### config.mk
export PLATFORM = sky130hd
export DESIGN_NAME = sarseq_ctrl
export DESIGN_NICKNAME = d
export VERILOG_FILES = /design/src/core/sarseq_pkg.sv /design/src/core/sarseq_mem_if.sv /design/src/core/sarseq_ctrl.sv /design/src/core/sarseq_mem.sv
export SDC_FILE = /design/constraint.sdc
export NUM_CORES = 1
export LEC_CHECK = 0
export ABC_AREA = 1
export ABC_CLOCK_PERIOD_IN_PS = 12510
export BUFFER_PORTS_ARGS = -buffer_cell sky130_fd_sc_hd__buf_4
export CAP_MARGIN = 20
export CORE_UTILIZATION = 40
export CTS_CLUSTER_DIAMETER = 120
export CTS_CLUSTER_SIZE = 14
export DETAILED_ROUTE_END_ITERATION = 12
export SLEW_MARGIN = 20
export SYNTH_ARGS = -nofsm -noshare
export SYNTH_HDL_FRONTEND = slang
export SYNTH_SLANG_ARGS = --single-unit
export TNS_END_PERCENT = 5
### constraint.sdc
create_clock -name MCLK_IN -period 12.51 [get_ports MCLK_IN]
set_input_delay 3.1275 -clock MCLK_IN [delete_from_list [all_inputs] [get_ports MCLK_IN]]
set_output_delay 3.1275 -clock MCLK_IN [all_outputs]
set_load 0.01 [all_outputs]
### src/core/sarseq_pkg.sv
/*
 sarseq_pkg: constants, register map and types of the converter sequencer.
 Assumes a single 125 MHz clock and an AXI4-Lite master on the register side.
*/
// Behaviour
// - results are 12 bits wide; sequencer sized for one conversion per microsecond class rates.
// - converter clock enable at most 18 MHz; every conversion spends 18 converter clocks.
// - reference select offers supply, half supply, internal 1.024 V and external pin.
// - sample-and-hold aperture length is programmable in converter clocks.
// - eight channels scanned, sixteen when the expand bit is set; firmware selection reaches all sixteen regardless.
// - enabled channels are scanned without software and with no idle cycles between.
// - channel switching chosen between autonomous scan and firmware-selected channel.
// - each channel keeps its own result word for later collection.
// - each channel has its own sample time applied when it is converted.
// - out-of-range results against low and high limits flag an interrupt at once.
// - the temperature sensor is an extra selectable converter input.
// - no conversion starts or continues while deep low-power mode is signalled.
// - sequencer drives routing switch controls together with firmware and user logic.
package sarseq_pkg;
  localparam int unsigned CLK_HZ = 125_000_000;
  localparam int unsigned CONV_MAX_HZ = 18_000_000;
  localparam int unsigned CONV_DIV = (CLK_HZ + CONV_MAX_HZ - 1) / CONV_MAX_HZ;
  localparam int unsigned CONV_CLKS = 18;
  localparam int unsigned RES_W = 12;
  localparam int unsigned NSLOT = 17;
  localparam logic [4:0] TEMP_CH = 5'h10;
  localparam int unsigned SW_W = 8;
  localparam int unsigned AW = 9;
  localparam logic [8:0] OFS_CTRL = 9'h000;
  localparam logic [8:0] OFS_CHEN = 9'h004;
  localparam logic [8:0] OFS_FWCH = 9'h008;
  localparam logic [8:0] OFS_LIMIT = 9'h00C;
  localparam logic [8:0] OFS_STATUS = 9'h010;
  localparam logic [8:0] OFS_SWFW = 9'h014;
  localparam logic [8:0] OFS_LAST = 9'h018;
  localparam logic [1:0] REG_SAMPLE = 2'h2;
  localparam logic [1:0] REG_RESULT = 2'h3;
  localparam int CTL_EN = 0;
  localparam int CTL_AUTO = 1;
  localparam int CTL_START = 2;
  localparam int CTL_REF = 3;
  localparam int CTL_EXP16 = 5;
  localparam int CTL_OOR_IE = 6;
  localparam int CTL_SWSEQ = 7;
  localparam int CTL_CONT = 8;
  localparam int ST_OOR = 1;
  localparam int LIM_HI = 16;
  localparam int RES_VALID = 31;
  localparam logic [7:0] SAMPLE_RST = 8'h02;
  localparam logic [11:0] LIM_HI_RST = 12'hFFF;
  localparam logic [1:0] RESP_OKAY = 2'h0;
  localparam logic [1:0] RESP_SLVERR = 2'h2;
  typedef enum logic [1:0] {REF_VDD, REF_VDD_HALF, REF_INT_1V024, REF_EXT} sarseq_ref_e;
  typedef enum {S_IDLE, S_SAMPLE, S_CONV} sarseq_state_e;
endpackage

### src/core/sarseq_mem_if.sv
/*
 sarseq_mem_if: write and read ports of the per-channel result store.
 Assumes one clock shared by both ends.
*/
`timescale 1ns/1ps
interface sarseq_mem_if #(parameter int W = 12, parameter int D = 17);
  logic wr_en;
  logic [$clog2(D)-1:0] wr_addr;
  logic [W-1:0] wr_data;
  logic [$clog2(D)-1:0] rd_addr;
  logic [W-1:0] rd_data;
  modport ctrl (output wr_en, output wr_addr, output wr_data, output rd_addr, input rd_data);
  modport mem (input wr_en, input wr_addr, input wr_data, input rd_addr, output rd_data);
endinterface

### src/core/sarseq_ctrl.sv
/*
 sarseq_ctrl: converter clocking, SAR trial sequence, channel sequencer,
 limit check and AXI4-Lite register slave.
 Assumes the comparator and low-power level arrive asynchronously.
*/
// Design decisions made here: the register offsets and the AXI4-Lite interface to the registers.
`timescale 1ns/1ps
module sarseq_ctrl
  import sarseq_pkg::*;
(
  input wire logic MCLK_IN,
  input wire logic RESETN_IN,
  input wire logic [AW-1:0] S_AXI_AWADDR_IN,
  input wire logic S_AXI_AWVALID_IN,
  output logic S_AXI_AWREADY_OUT,
  input wire logic [31:0] S_AXI_WDATA_IN,
  input wire logic [3:0] S_AXI_WSTRB_IN,
  input wire logic S_AXI_WVALID_IN,
  output logic S_AXI_WREADY_OUT,
  output logic [1:0] S_AXI_BRESP_OUT,
  output logic S_AXI_BVALID_OUT,
  input wire logic S_AXI_BREADY_IN,
  input wire logic [AW-1:0] S_AXI_ARADDR_IN,
  input wire logic S_AXI_ARVALID_IN,
  output logic S_AXI_ARREADY_OUT,
  output logic [31:0] S_AXI_RDATA_OUT,
  output logic [1:0] S_AXI_RRESP_OUT,
  output logic S_AXI_RVALID_OUT,
  input wire logic S_AXI_RREADY_IN,
  input wire logic COMP_IN,
  input wire logic LOWPOWER_IN,
  input wire logic [SW_W-1:0] SW_USER_IN,
  output logic [RES_W-1:0] DAC_CODE_OUT,
  output logic SAMPLE_OUT,
  output logic [4:0] CH_SEL_OUT,
  output logic [1:0] REF_SEL_OUT,
  output logic TEMP_EN_OUT,
  output logic [SW_W-1:0] SW_CTRL_OUT,
  output logic EOC_OUT,
  output logic IRQ_OUT
);
  sarseq_mem_if #(.W(RES_W), .D(NSLOT)) mif ();
  sarseq_mem #(.W(RES_W), .D(NSLOT)) u_mem (.clk_in(MCLK_IN), .bus(mif.mem));

  sarseq_state_e st_ff;
  logic [2:0] div_ff;
  logic conv_en;
  logic comp_m_ff, comp_s_ff, lp_m_ff, lp_s_ff;
  logic [8:0] ctrl_ff;
  logic [NSLOT-1:0] chen_ff, res_vld_ff;
  logic [4:0] fwch_ff, ch_ff;
  logic [RES_W-1:0] lo_ff, hi_ff, dac_ff, last_ff;
  logic [SW_W-1:0] swfw_ff;
  logic [7:0] samp_ff [NSLOT];
  logic [7:0] cnt_ff, samp_lim;
  logic oor_ff, start_ff, eoc_ff;
  logic aw_hold_ff, w_hold_ff, bvalid_ff, ar_busy_ff, rvalid_ff;
  logic [AW-1:0] awaddr_ff, araddr_ff;
  logic [31:0] wdata_ff, rdata_ff, rd_word, lim_word;
  logic [3:0] wstrb_ff;
  logic [1:0] bresp_ff, rresp_ff;
  logic wr_fire, stop, res_oor, clr_oor;
  logic [5:0] nxt, first_ch;
  logic [NSLOT-1:0] mask;
  logic [11:0] bitm;

  // next enabled channel after cur, wrapping; bit 5 high when one exists
  function automatic logic [5:0] find_next(input logic [4:0] cur, input logic [NSLOT-1:0] m);
    logic [5:0] r;
    logic [4:0] k;
    r = 6'h00;
    for (int i = NSLOT; i >= 1; i--)
    begin
      k = 5'((32'(cur) + i) % NSLOT);
      if (m[k])
        r = {1'b1, k};
    end
    return r;
  endfunction

  function automatic logic [31:0] merge(input logic [31:0] o, input logic [31:0] n, input logic [3:0] s);
    logic [31:0] r;
    r = o;
    for (int b = 0; b < 4; b++)
      if (s[b])
        r[b*8 +: 8] = n[b*8 +: 8];
    return r;
  endfunction

  function automatic logic slot_ok(input logic [AW-1:0] a);
    return 32'(a[6:2]) < NSLOT;
  endfunction

  // converter clock enable, never above 18 MHz
  always_ff @(posedge MCLK_IN)
  begin
    if (!RESETN_IN || div_ff == 3'(CONV_DIV - 1))
      div_ff <= 3'h0;
    else
      div_ff <= div_ff + 3'h1;
  end
  assign conv_en = (div_ff == 3'(CONV_DIV - 1));

  always_ff @(posedge MCLK_IN)
  begin
    if (!RESETN_IN)
    begin
      comp_m_ff <= 1'b0;
      comp_s_ff <= 1'b0;
      lp_m_ff <= 1'b0;
      lp_s_ff <= 1'b0;
    end
    else
    begin
      comp_m_ff <= COMP_IN;
      comp_s_ff <= comp_m_ff;
      lp_m_ff <= LOWPOWER_IN;
      lp_s_ff <= lp_m_ff;
    end
  end

  // upper eight channels only with expand set; temperature slot 16
  assign mask = chen_ff & {1'b1, {8{ctrl_ff[CTL_EXP16]}}, 8'hFF};
  assign nxt = find_next(ch_ff, mask);
  assign first_ch = find_next(TEMP_CH, mask);
  assign samp_lim = (samp_ff[ch_ff] == 8'h00) ? 8'h01 : samp_ff[ch_ff];
  // deep low power, or disable, aborts and blocks conversions
  assign stop = lp_s_ff || !ctrl_ff[CTL_EN];
  assign bitm = 12'h800 >> cnt_ff[3:0];
  // limit check on the finished code
  assign res_oor = (dac_ff < lo_ff) || (dac_ff > hi_ff);
  assign wr_fire = aw_hold_ff && w_hold_ff && !bvalid_ff;
  assign lim_word = merge({4'h0, hi_ff, 4'h0, lo_ff}, wdata_ff, wstrb_ff);

  always_ff @(posedge MCLK_IN)
  begin
    if (!RESETN_IN)
    begin
      st_ff <= S_IDLE;
      cnt_ff <= 8'h00;
      ch_ff <= 5'h00;
      dac_ff <= 12'h000;
    end
    else if (conv_en)
    begin
      unique case (st_ff)
        S_IDLE:
        begin
          cnt_ff <= 8'h00;
          // autonomous scan or firmware channel
          // firmware slot beyond the sensor has no sample time, so it is refused
          if (start_ff && !stop && !ctrl_ff[CTL_AUTO] && 32'(fwch_ff) < NSLOT)
          begin
            ch_ff <= fwch_ff;
            st_ff <= S_SAMPLE;
          end
          else if (start_ff && !stop && ctrl_ff[CTL_AUTO] && first_ch[5])
          begin
            ch_ff <= first_ch[4:0];
            st_ff <= S_SAMPLE;
          end
        end
        S_SAMPLE:
        begin
          // aperture from the channel's own sample time
          if (stop)
            st_ff <= S_IDLE;
          else if (cnt_ff >= samp_lim - 8'h01)
          begin
            st_ff <= S_CONV;
            cnt_ff <= 8'h00;
            dac_ff <= 12'h800;
          end
          else
            cnt_ff <= cnt_ff + 8'h01;
        end
        S_CONV:
        begin
          cnt_ff <= cnt_ff + 8'h01;
          if (cnt_ff < 8'(RES_W))
            dac_ff <= (comp_s_ff ? dac_ff : (dac_ff & ~bitm)) | (bitm >> 1);
          if (stop)
            st_ff <= S_IDLE;
          else if (cnt_ff == 8'(CONV_CLKS - 1))
          begin
            cnt_ff <= 8'h00;
            // next channel samples on the very next converter clock
            if (ctrl_ff[CTL_AUTO] && nxt[5] && (nxt[4:0] > ch_ff || ctrl_ff[CTL_CONT]))
            begin
              ch_ff <= nxt[4:0];
              st_ff <= S_SAMPLE;
            end
            else
              st_ff <= S_IDLE;
          end
        end
      endcase
    end
  end

  logic done;
  assign done = conv_en && st_ff == S_CONV && !stop && cnt_ff == 8'(CONV_CLKS - 1);

  // result lands in the channel's own slot
  assign mif.wr_en = done;
  assign mif.wr_addr = ch_ff;
  assign mif.wr_data = dac_ff;
  assign mif.rd_addr = S_AXI_ARADDR_IN[6:2];
  assign clr_oor = wr_fire && awaddr_ff == OFS_STATUS && wstrb_ff[0] && wdata_ff[ST_OOR];

  always_ff @(posedge MCLK_IN)
  begin
    if (!RESETN_IN)
    begin
      oor_ff <= 1'b0;
      eoc_ff <= 1'b0;
      last_ff <= 12'h000;
    end
    else
    begin
      eoc_ff <= done;
      if (done)
        last_ff <= dac_ff;
      // sticky, a new event wins over the clear
      if (done && res_oor)
        oor_ff <= 1'b1;
      else if (clr_oor)
        oor_ff <= 1'b0;
    end
  end

  always_ff @(posedge MCLK_IN)
  begin
    if (!RESETN_IN)
      res_vld_ff <= '0;
    else
      for (int i = 0; i < NSLOT; i++)
        if (done && ch_ff == 5'(i))
          res_vld_ff[i] <= 1'b1;
        // cleared as the read word is captured, so the reader still sees it set
        else if (ar_busy_ff && araddr_ff[8:7] == REG_RESULT && araddr_ff[6:2] == 5'(i))
          res_vld_ff[i] <= 1'b0;
  end

  always_ff @(posedge MCLK_IN)
  begin
    if (!RESETN_IN)
      start_ff <= 1'b0;
    else if (wr_fire && awaddr_ff == OFS_CTRL && wstrb_ff[0] && wdata_ff[CTL_START])
      start_ff <= 1'b1;
    else if (conv_en && st_ff == S_IDLE)
      start_ff <= 1'b0;
  end

  always_ff @(posedge MCLK_IN)
  begin
    if (!RESETN_IN)
    begin
      ctrl_ff <= 9'h000;
      chen_ff <= '0;
      fwch_ff <= 5'h00;
      lo_ff <= 12'h000;
      hi_ff <= LIM_HI_RST;
      swfw_ff <= '0;
    end
    else if (wr_fire)
    begin
      unique case (awaddr_ff)
        OFS_CTRL: ctrl_ff <= 9'(merge(32'(ctrl_ff), wdata_ff, wstrb_ff)) & ~(9'h001 << CTL_START);
        OFS_CHEN: chen_ff <= NSLOT'(merge(32'(chen_ff), wdata_ff, wstrb_ff));
        OFS_FWCH: fwch_ff <= 5'(merge(32'(fwch_ff), wdata_ff, wstrb_ff));
        OFS_LIMIT:
        begin
          lo_ff <= lim_word[RES_W-1:0];
          hi_ff <= lim_word[LIM_HI +: RES_W];
        end
        OFS_SWFW: swfw_ff <= SW_W'(merge(32'(swfw_ff), wdata_ff, wstrb_ff));
        default: ;
      endcase
    end
  end

  genvar g;
  generate
    for (g = 0; g < NSLOT; g++)
    begin : g_samp
      always_ff @(posedge MCLK_IN)
      begin
        if (!RESETN_IN)
          samp_ff[g] <= SAMPLE_RST;
        else if (wr_fire && awaddr_ff[8:7] == REG_SAMPLE && awaddr_ff[6:2] == 5'(g) && wstrb_ff[0])
          samp_ff[g] <= wdata_ff[7:0];
      end
    end
  endgenerate

  always_ff @(posedge MCLK_IN)
  begin
    if (!RESETN_IN)
    begin
      aw_hold_ff <= 1'b0;
      w_hold_ff <= 1'b0;
      bvalid_ff <= 1'b0;
      bresp_ff <= RESP_OKAY;
      awaddr_ff <= '0;
      wdata_ff <= 32'h0000_0000;
      wstrb_ff <= 4'h0;
    end
    else
    begin
      if (S_AXI_AWVALID_IN && S_AXI_AWREADY_OUT)
      begin
        aw_hold_ff <= 1'b1;
        awaddr_ff <= {S_AXI_AWADDR_IN[AW-1:2], 2'b00};
      end
      if (S_AXI_WVALID_IN && S_AXI_WREADY_OUT)
      begin
        w_hold_ff <= 1'b1;
        wdata_ff <= S_AXI_WDATA_IN;
        wstrb_ff <= S_AXI_WSTRB_IN;
      end
      if (wr_fire)
      begin
        aw_hold_ff <= 1'b0;
        w_hold_ff <= 1'b0;
        bvalid_ff <= 1'b1;
        bresp_ff <= (awaddr_ff <= OFS_SWFW && awaddr_ff != OFS_STATUS) || awaddr_ff == OFS_STATUS
                    || (awaddr_ff[8:7] == REG_SAMPLE && slot_ok(awaddr_ff)) ? RESP_OKAY : RESP_SLVERR;
      end
      else if (bvalid_ff && S_AXI_BREADY_IN)
        bvalid_ff <= 1'b0;
    end
  end

  assign S_AXI_AWREADY_OUT = !aw_hold_ff && !bvalid_ff;
  assign S_AXI_WREADY_OUT = !w_hold_ff && !bvalid_ff;
  assign S_AXI_BVALID_OUT = bvalid_ff;
  assign S_AXI_BRESP_OUT = bresp_ff;
  assign S_AXI_ARREADY_OUT = !ar_busy_ff && !rvalid_ff;

  always_comb
  begin
    rd_word = 32'h0000_0000;
    if (araddr_ff[8:7] == REG_SAMPLE && slot_ok(araddr_ff))
      rd_word = {24'h0, samp_ff[araddr_ff[6:2]]};
    else if (araddr_ff[8:7] == REG_RESULT && slot_ok(araddr_ff))
      rd_word = {res_vld_ff[araddr_ff[6:2]], 19'h0, mif.rd_data};
    else
      unique case (araddr_ff)
        OFS_CTRL: rd_word = {23'h0, ctrl_ff};
        OFS_CHEN: rd_word = 32'(chen_ff);
        OFS_FWCH: rd_word = {27'h0, fwch_ff};
        OFS_LIMIT: rd_word = {4'h0, hi_ff, 4'h0, lo_ff};
        OFS_STATUS: rd_word = {24'h0, lp_s_ff, ch_ff, oor_ff, st_ff != S_IDLE};
        OFS_SWFW: rd_word = {24'h0, swfw_ff};
        OFS_LAST: rd_word = {20'h0, last_ff};
        default: rd_word = 32'h0000_0000;
      endcase
  end

  always_ff @(posedge MCLK_IN)
  begin
    if (!RESETN_IN)
    begin
      ar_busy_ff <= 1'b0;
      rvalid_ff <= 1'b0;
      araddr_ff <= '0;
      rdata_ff <= 32'h0000_0000;
      rresp_ff <= RESP_OKAY;
    end
    else if (S_AXI_ARVALID_IN && S_AXI_ARREADY_OUT)
    begin
      ar_busy_ff <= 1'b1;
      araddr_ff <= {S_AXI_ARADDR_IN[AW-1:2], 2'b00};
    end
    else if (ar_busy_ff)
    begin
      ar_busy_ff <= 1'b0;
      rvalid_ff <= 1'b1;
      rdata_ff <= rd_word;
      rresp_ff <= (araddr_ff <= OFS_LAST) || (araddr_ff[8] && slot_ok(araddr_ff)) ? RESP_OKAY : RESP_SLVERR;
    end
    else if (rvalid_ff && S_AXI_RREADY_IN)
      rvalid_ff <= 1'b0;
  end

  assign S_AXI_RVALID_OUT = rvalid_ff;
  assign S_AXI_RDATA_OUT = rdata_ff;
  assign S_AXI_RRESP_OUT = rresp_ff;

  always_ff @(posedge MCLK_IN)
  begin
    if (!RESETN_IN)
    begin
      DAC_CODE_OUT <= 12'h000;
      SAMPLE_OUT <= 1'b0;
      CH_SEL_OUT <= 5'h00;
      REF_SEL_OUT <= REF_VDD;
      TEMP_EN_OUT <= 1'b0;
      SW_CTRL_OUT <= '0;
    end
    else
    begin
      DAC_CODE_OUT <= dac_ff;
      SAMPLE_OUT <= st_ff == S_SAMPLE;
      CH_SEL_OUT <= ch_ff;
      REF_SEL_OUT <= ctrl_ff[CTL_REF +: 2];
      // sensor bias only while its slot is in use
      TEMP_EN_OUT <= st_ff != S_IDLE && ch_ff == TEMP_CH;
      // sequencer, firmware and user logic share the switches
      SW_CTRL_OUT <= swfw_ff | SW_USER_IN
                     | ((ctrl_ff[CTL_SWSEQ] && st_ff != S_IDLE) ? SW_W'(8'h01 << ch_ff[2:0]) : '0);
    end
  end

  assign EOC_OUT = eoc_ff;
  // enable gates the sticky flag onto the line
  assign IRQ_OUT = oor_ff && ctrl_ff[CTL_OOR_IE];

  logic [7:0] conv_cyc_ff;
  always_ff @(posedge MCLK_IN)
  begin
    if (!RESETN_IN || st_ff != S_CONV)
      conv_cyc_ff <= 8'h00;
    else
      conv_cyc_ff <= conv_cyc_ff + 8'h01;
  end
endmodule // sarseq_ctrl

### src/core/sarseq_mem.sv
/*
 sarseq_mem: one result word per channel, read data registered.
 Assumes the controller holds rd_addr for one cycle before using rd_data.
*/
`timescale 1ns/1ps
module sarseq_mem #(parameter int W = 12, parameter int D = 17)
(
  input wire logic clk_in,
  sarseq_mem_if.mem bus
);
  logic [W-1:0] mem_ff [D];

  always_ff @(posedge clk_in)
  begin
    if (bus.wr_en)
      mem_ff[bus.wr_addr] <= bus.wr_data;
  end

  always_ff @(posedge clk_in)
  begin
    bus.rd_data <= mem_ff[bus.rd_addr];
  end
endmodule // sarseq_mem

; After elaboration in Yosys (flattened, before gate mapping)
; Memory sizes are Yosys's and may differ from the RTL's. A register that Yosys moved wholly into a read port is not among the register bits.
; Cells that the tools add are included.
[totals]
mem_count = 2
in_bits = 71
output_inout_bits = 72
ram_bits = 340
register_bits = 274
word_cells = 622
[op_classes]
div = 17
shifts = 2
n_bitwise = 25
n_eq_ne = 78
magnitude_cmp = 28
add_sub_neg = 20
n_mux = 219
n_reduce_logical = 172
[mem_list]
columns = name, words, width, read_ports, rd_ports_with_merged_regs, write_ports, line
row1 = u_mem.mem_ff, 17, 12, 1, 1, 1, sarseq_mem.sv:11  ; logic [W-1:0] mem_ff [D];
row2 = samp_ff, 17, 8, 2, 2, 17, sarseq_ctrl.sv:54  ; logic [7:0] samp_ff [NSLOT];
[ops]
columns = operator, count
row1 = $mod A32 B5 Y32 const B, 17
row2 = $mux W32, 8
row3 = $mux W6, 34
row4 = $pmux W28 S7, 1
row5 = $mux W8, 23
row6 = $eq A5 B4 Y1 const B, 24
row7 = $mux W1, 116
row8 = $lt A5 B6 Y1 const B, 18
row9 = $logic_and A1 B1 Y1, 106
row10 = $pmux W32 S3, 1
row11 = $bmux W1 S5, 18
row12 = $eq A32 B2 Y1 const B, 2
row13 = $logic_not A32 Y1, 2
row14 = $eq A5 B3 Y1 const B, 12
row15 = $add A5 B4 Y6 const B, 8
row16 = $mux W12, 4
row17 = $reduce_bool A2 Y1, 23
row18 = $mux W5, 9
row19 = $eq A7 B3 Y1 const B, 5
row20 = $reduce_and A3 Y1, 11
row21 = $eq A32 B1 Y1 const B, 1
row22 = $eq A32 B3 Y1 const B, 1
row23 = $reduce_bool A32 Y1, 1
row24 = $eq A5 B2 Y1 const B, 6
row25 = 47 further kinds, 110

; Logic depth before layout (Yosys ltp)
[logic_depth]
ltp_word = 30
mapped_depth = 66

; Cells and area by module
; From an unflattened synthesis, not the netlist that was laid out.
[hier_totals]
cells_unflattened = 4741
area_unflattened_um2 = 36553.8
[modules_own_cells]
columns = module, seq_area_each_um2, cells_each, area_per_inst_um2, n_inst
row1 = sarseq_ctrl, 9068.7, 4017, 28008.1, 1
row2 = sarseq_mem, 6366.1, 724, 8545.7, 1

; Worst setup path after synthesis
; Ideal clock, no wire load.
[synth_path]
path_type = reg2reg
startpoint = reg ch_ff[0]
endpoint = reg (tool-made name)
slack_ns = 4.529
required_time_ns = 12.452
n_path_buf = 8
synth_period_minus_slack_ns = 7.981
path_stages_with_launch = 57
setup_ns = 0.058
arrival_time_ns = 7.923
cell_sequence = dfxtp_1 -> buf_4 -> buf_1 -> clkbuf_1 -> buf_2 -> clkbuf_1 -> buf_1 -> inv_1 -> ha_1 -> clkbuf_1 -> inv_1 -> buf_2 -> ha_1 -> inv_1 -> nand2_1 -> ha_1 -> or3b_1 -> o21ai_2 -> [... 21 more ...] -> nand2_1 -> nand2_1 -> nand2_1 -> nand2_1 -> inv_1 -> ha_1 -> inv_1 -> o21bai_1 -> a21oi_1 -> o21ai_0 -> a21oi_1 -> nor2_1 -> o21ai_1 -> nand2_2 -> nand3b_4 -> a21oi_2 -> nand2_1 -> nand2_1
[synth_lines]
columns = element, line
row1 = start: declaration, sarseq_ctrl.sv:51  ; logic [4:0] fwch_ff, ch_ff;
row2 = start signal: assignment, sarseq_ctrl.sv:154  ; ch_ff <= fwch_ff;
row3 = start signal: assignment, sarseq_ctrl.sv:159  ; ch_ff <= first_ch[4:0];
row4 = start signal: assignment, sarseq_ctrl.sv:190  ; ch_ff <= nxt[4:0];

==> results.md <==
- The flow ran to the end, and the final reports show no timing, DRC or antenna violations.
- The number of setup violations in the final report is 0.
- Of the available clock period, the critical path in the final layout requires 0.658.
- The overall routing resource usage is 0.273.
- The cell that appears most often on the critical path is sky130_fd_sc_hd__nand2_1.
- The floorplan step set the die width to 304 um.
- The iteration-0 DRC count of the detailed router is 3715.
- The maximum number of pins on one net before global-route repair is 83.
- The detailed placement HPWL is 90.7 mm.
- Once placement completed, the tool counted placed cells totaling 5809.
- Compared with the post-synthesis result, the final layout area differs by 9.71%.
- The tightest min-delay check is of the register to register type.
- At the worst endpoint, the arrival time is 8790 ps.
- The floorplan row count is 110.
- Counting flops with an async set or reset pin after synthesis yields a share of 0.
- Of the total synthesized cell area, the portion taken by AND, OR, NAND and NOR gates is 0.231.
- In this run the standard cell core region covers 90100 um^2.
- The number of port buffers is 129.
- The placed instance area is 38600 um^2.
- The unique cell type count in the Yosys netlist is 78.
- Of the total synthesized cell area, the portion taken by XOR and XNOR cells is 0.0270.
- Of the post-synthesis cell area, the part taken by muxes is 0.00772.
- The area fraction in compound gates after synthesis was 0.183.
- The count of antenna-violating nets left after detailed routing is 0.
- The number of iterations in the first detailed-routing pass is 8.
- The clock tree from TritonCTS is built.
- The count of state elements after synthesis is 601.
- The effective utilization at floorplan is 0.405.
- Across the VDD grid, the largest voltage drop is 0.0871 mV.
- The post-CTS setup repair buffer count is 0.
- In the routed layout, each cell is associated on average with a via count of 5.72.
- The most common library cell in the layout ignoring fill and taps is sky130_fd_sc_hd__nand2_1.
- The worst hold path was traced through 2 stages.
- Dividing total power by cell area gives a power density of 97.5 nW/um^2.
- The I/O pin count is 143.
- The number of endpoints with negative hold slack in the final report came to 0.
- The capturing element type of the critical path is a register.
- The number of hold-repair buffers added at the cts stage is 0.
- At the worst endpoint, the required time is 13070 ps.
- The clock edge transition at the registers on the reported setup and hold paths is 70 ps.
- The number of remaining DRC errors is 0.
- The number of max-slew violations in the final report was 0.
- The shortest period the worst path allows is 8230 ps.
- The insertion delay to the later sink of the worst-skew pair is 630 ps.
- The worst setup path is of the register to register kind.
- The number of warnings reported in the yosys synthesis log is 0.
- The leakage power summed over all cells is 16.1 nW.
- The maximum clock frequency is 121 MHz.
- At the placement stage, the worst setup path has a slack of 4520 ps.
- The count of flip-flops with a built-in enable after synthesis is 340.
- Across the run, the number of max-cap violations was 0.
- The post-synthesis cell area is 36500 um^2.
- The area of the die is 92400 um^2.
- The floorplan die height is 304 um.
- Of the cells placed in the final design, the portion with a size suffix greater than 1 is 0.105.
- STA classifies the critical path startpoint as a register.
- For this run, the number of standard cells in the final layout without fillers is 5895.
- 0 antenna diodes ended up in the layout.
- The slowest cell on the critical path is sky130_fd_sc_hd__ha_1.
- The worst register-to-register path has a depth of 53.
- In the synthesized netlist the dominant register cell turns out to be sky130_fd_sc_hd__edfxtp_1.
- The initial antenna violation count came to 2.
- Setup slack on the critical path of the routed design comes to 4280 ps.
- Summed over all layers, the global routing overflow is 0.
- The post-cts resize count is 0.
- The clock sink count is 601.
- The level count of the clock H-tree is 2.
- For the pin with the worst max-slew slack, the measured transition is 1200 ps.
- The worst-case clock buffer depth is 3.
- Measured against its own limit, the worst slew margin works out to 0.196.
- At the end of routability-driven placement, the weighted congestion stood at 0.977.
- The tree is rooted in a sky130_fd_sc_hd__clkbuf_16.
- The worst clock skew is 52.5 ps.
- The mean post-synth cell area is 7.85 um^2.
- For the final routed database, the setup TNS stands at 0 ps.
- The first-pass GRT wire length is 194 mm.
- The largest single stage delay on the critical path is 690 ps.
- The post-detailed-route wirelength per cell is 22.2 um.
- The via count of the first global-routing pass came to 30900.
- After synthesis, the largest family of logic cells by area is simple AND/OR/NAND/NOR gates.
- Along the worst path, the maximum fanout reaches 24.
- The part of the Yosys area used for sequential elements is 0.423.
- The final route contains 33700 vias.
- The number of buffers created by CTS is 48.
- Setup repair after global routing left no endpoint under its margin.
- Synthesis produced 4648 cells.
- The layout has 9065 filler cells.
- Of the total synthesized cell area, the portion taken by full adders, half adders and majority gates is 0.0487.
- The final layout net count is 4896.
- The final layout contains routed wiring with a total length of 131 mm.
- Leaving out fill and tap cells, the most frequent cells in the layout are 775 x sky130_fd_sc_hd__nand2_1, 562 x sky130_fd_sc_hd__nor2_1, 460 x sky130_fd_sc_hd__o21ai_0.
- The design area is 40000 um^2.
==> state kept, by name, summed over array words and instances, names as in the netlist, 3 cells and up, named ones only <==
signal             count
CH_SEL_OUT             5
DAC_CODE_OUT          12
SW_CTRL_OUT            8
S_AXI_RDATA_OUT       29
araddr_ff              7
awaddr_ff              7
ch_ff                  5
chen_ff               17
cnt_ff                 8
ctrl_ff                8
dac_ff                12
div_ff                 3
fwch_ff                5
hi_ff                 12
last_ff               12
lo_ff                 12
res_vld_ff            17
samp_ff              136
swfw_ff                8
u_mem.bus.rd_data     12
u_mem.mem_ff         204
wdata_ff              28
wstrb_ff               4
==> per-layer routing <==
layer | vias to the layer above | track usage | wire (um)
met5 | - | 0 | 10
met4 | 2 | 0.104 | 5200
li1 | 15900 | - | -
met3 | 253 | 0.0448 | 12500
met1 | 15900 | 0.392 | 57400
met2 | 1599 | 0.411 | 55800
==> per-stage QoR <==
step / utilization / power (W) / hold slack [ps]
finish: 0.444 / 0.00390 / 418
global route: 0.444 / 0.00402 / 452
CTS: 0.444 / 0.00391 / 421
detailed placement: 0.428 / 0.00247 / 404
global placement: 0.428 / 0.00247 / 405
floorplan: - / 0.00235 / 390
==> power breakdown <==
group	switching, W	leakage [nW]	internal [W]
clock	0.000727	0.661	0.000737
sequential	0.0000338	5.35	0.00211
combinational	0.000213	10.1	0.0000816
==> worst max-delay path: cells and delay by family (launching register included) <==
kind	cells	cell delay, ps
and+or+nand+nor	34	3750
adders and majority gates	4	1490
AOI/OAI and AO/OA	8	1320
buffers and inverters	6	1020
DFF	1	320
xor gates and xnor gates	1	200
==> cells in the mapped netlist (all sizes together) (4+ instances only) <==
| master | n | area (um^2) |
|---|---|---|
| a2111oi | 4 | 35.0 |
| a211oi | 20 | 150 |
| a21oi | 280 | 1450 |
| a221oi | 4 | 35.0 |
| a22oi | 8 | 60.1 |
| a31oi | 30 | 188 |
| buf | 50 | 307 |
| clkbuf | 181 | 679 |
| clkinv | 13 | 48.8 |
| dfxtp | 261 | 5230 |
| edfxtp | 340 | 10200 |
| ha | 142 | 1780 |
| inv | 485 | 1830 |
| mux2i | 27 | 270 |
| nand2 | 863 | 3560 |
| nand3 | 354 | 1840 |
| nand3b | 16 | 133 |
| nand4 | 37 | 244 |
| nor2 | 581 | 2250 |
| nor3 | 51 | 280 |
| nor4 | 11 | 81.3 |
| o2111ai | 4 | 35.0 |
| o211ai | 96 | 721 |
| o21a | 6 | 45.0 |
| o21ai | 527 | 2750 |
| o221ai | 67 | 587 |
| o22ai | 35 | 219 |
| o311ai | 5 | 43.8 |
| o31ai | 14 | 105 |
| o32ai | 4 | 35.0 |
| or2 | 5 | 36.3 |
| xnor2 | 21 | 184 |
| xor2 | 80 | 802 |
==> cells by family (layout without fill, tap and decap cells) <==
logic type               count (synthesis)  in the layout
XOR/XNOR                               101            101
AO/OA/AOI/OAI                         1126           1126
adder cells (fa/ha/maj)                142            142
other                                    1              5
buffers and inverters                  729            796
AND/OR/NAND/NOR                       1920           1920
flip-flops                             601            601
multiplexers                            28             28
==> cell type report <==
class / count / area (um^2) / area share
Sequential cell: 601 / 15400 / 0.386
Inverter: 498 / 1880 / 0.0471
Clock inverter: 2 / 38.8 / 0.000969
Multi-Input combinational cell: 3322 / 18200 / 0.456
Clock buffer: 84 / 1360 / 0.0339
Timing Repair Buffer: 212 / 1600 / 0.0399
Tap cell: 1176 / 1470 / 0.0368
==> worst paths after layout <==
kind                                            start              endpoint  slack, ps
worst max-delay path            ch_ff[0]$_SDFFE_PN0P_              register       4280
worst min-delay path             comp_m_ff$_SDFF_PN0_  comp_s_ff$_SDFF_PN0_        420
worst max register to register  ch_ff[0]$_SDFFE_PN0P_              register       4280
worst min register to register   comp_m_ff$_SDFF_PN0_  comp_s_ff$_SDFF_PN0_        420
Note: power is estimated with default switching activity, not from simulation.
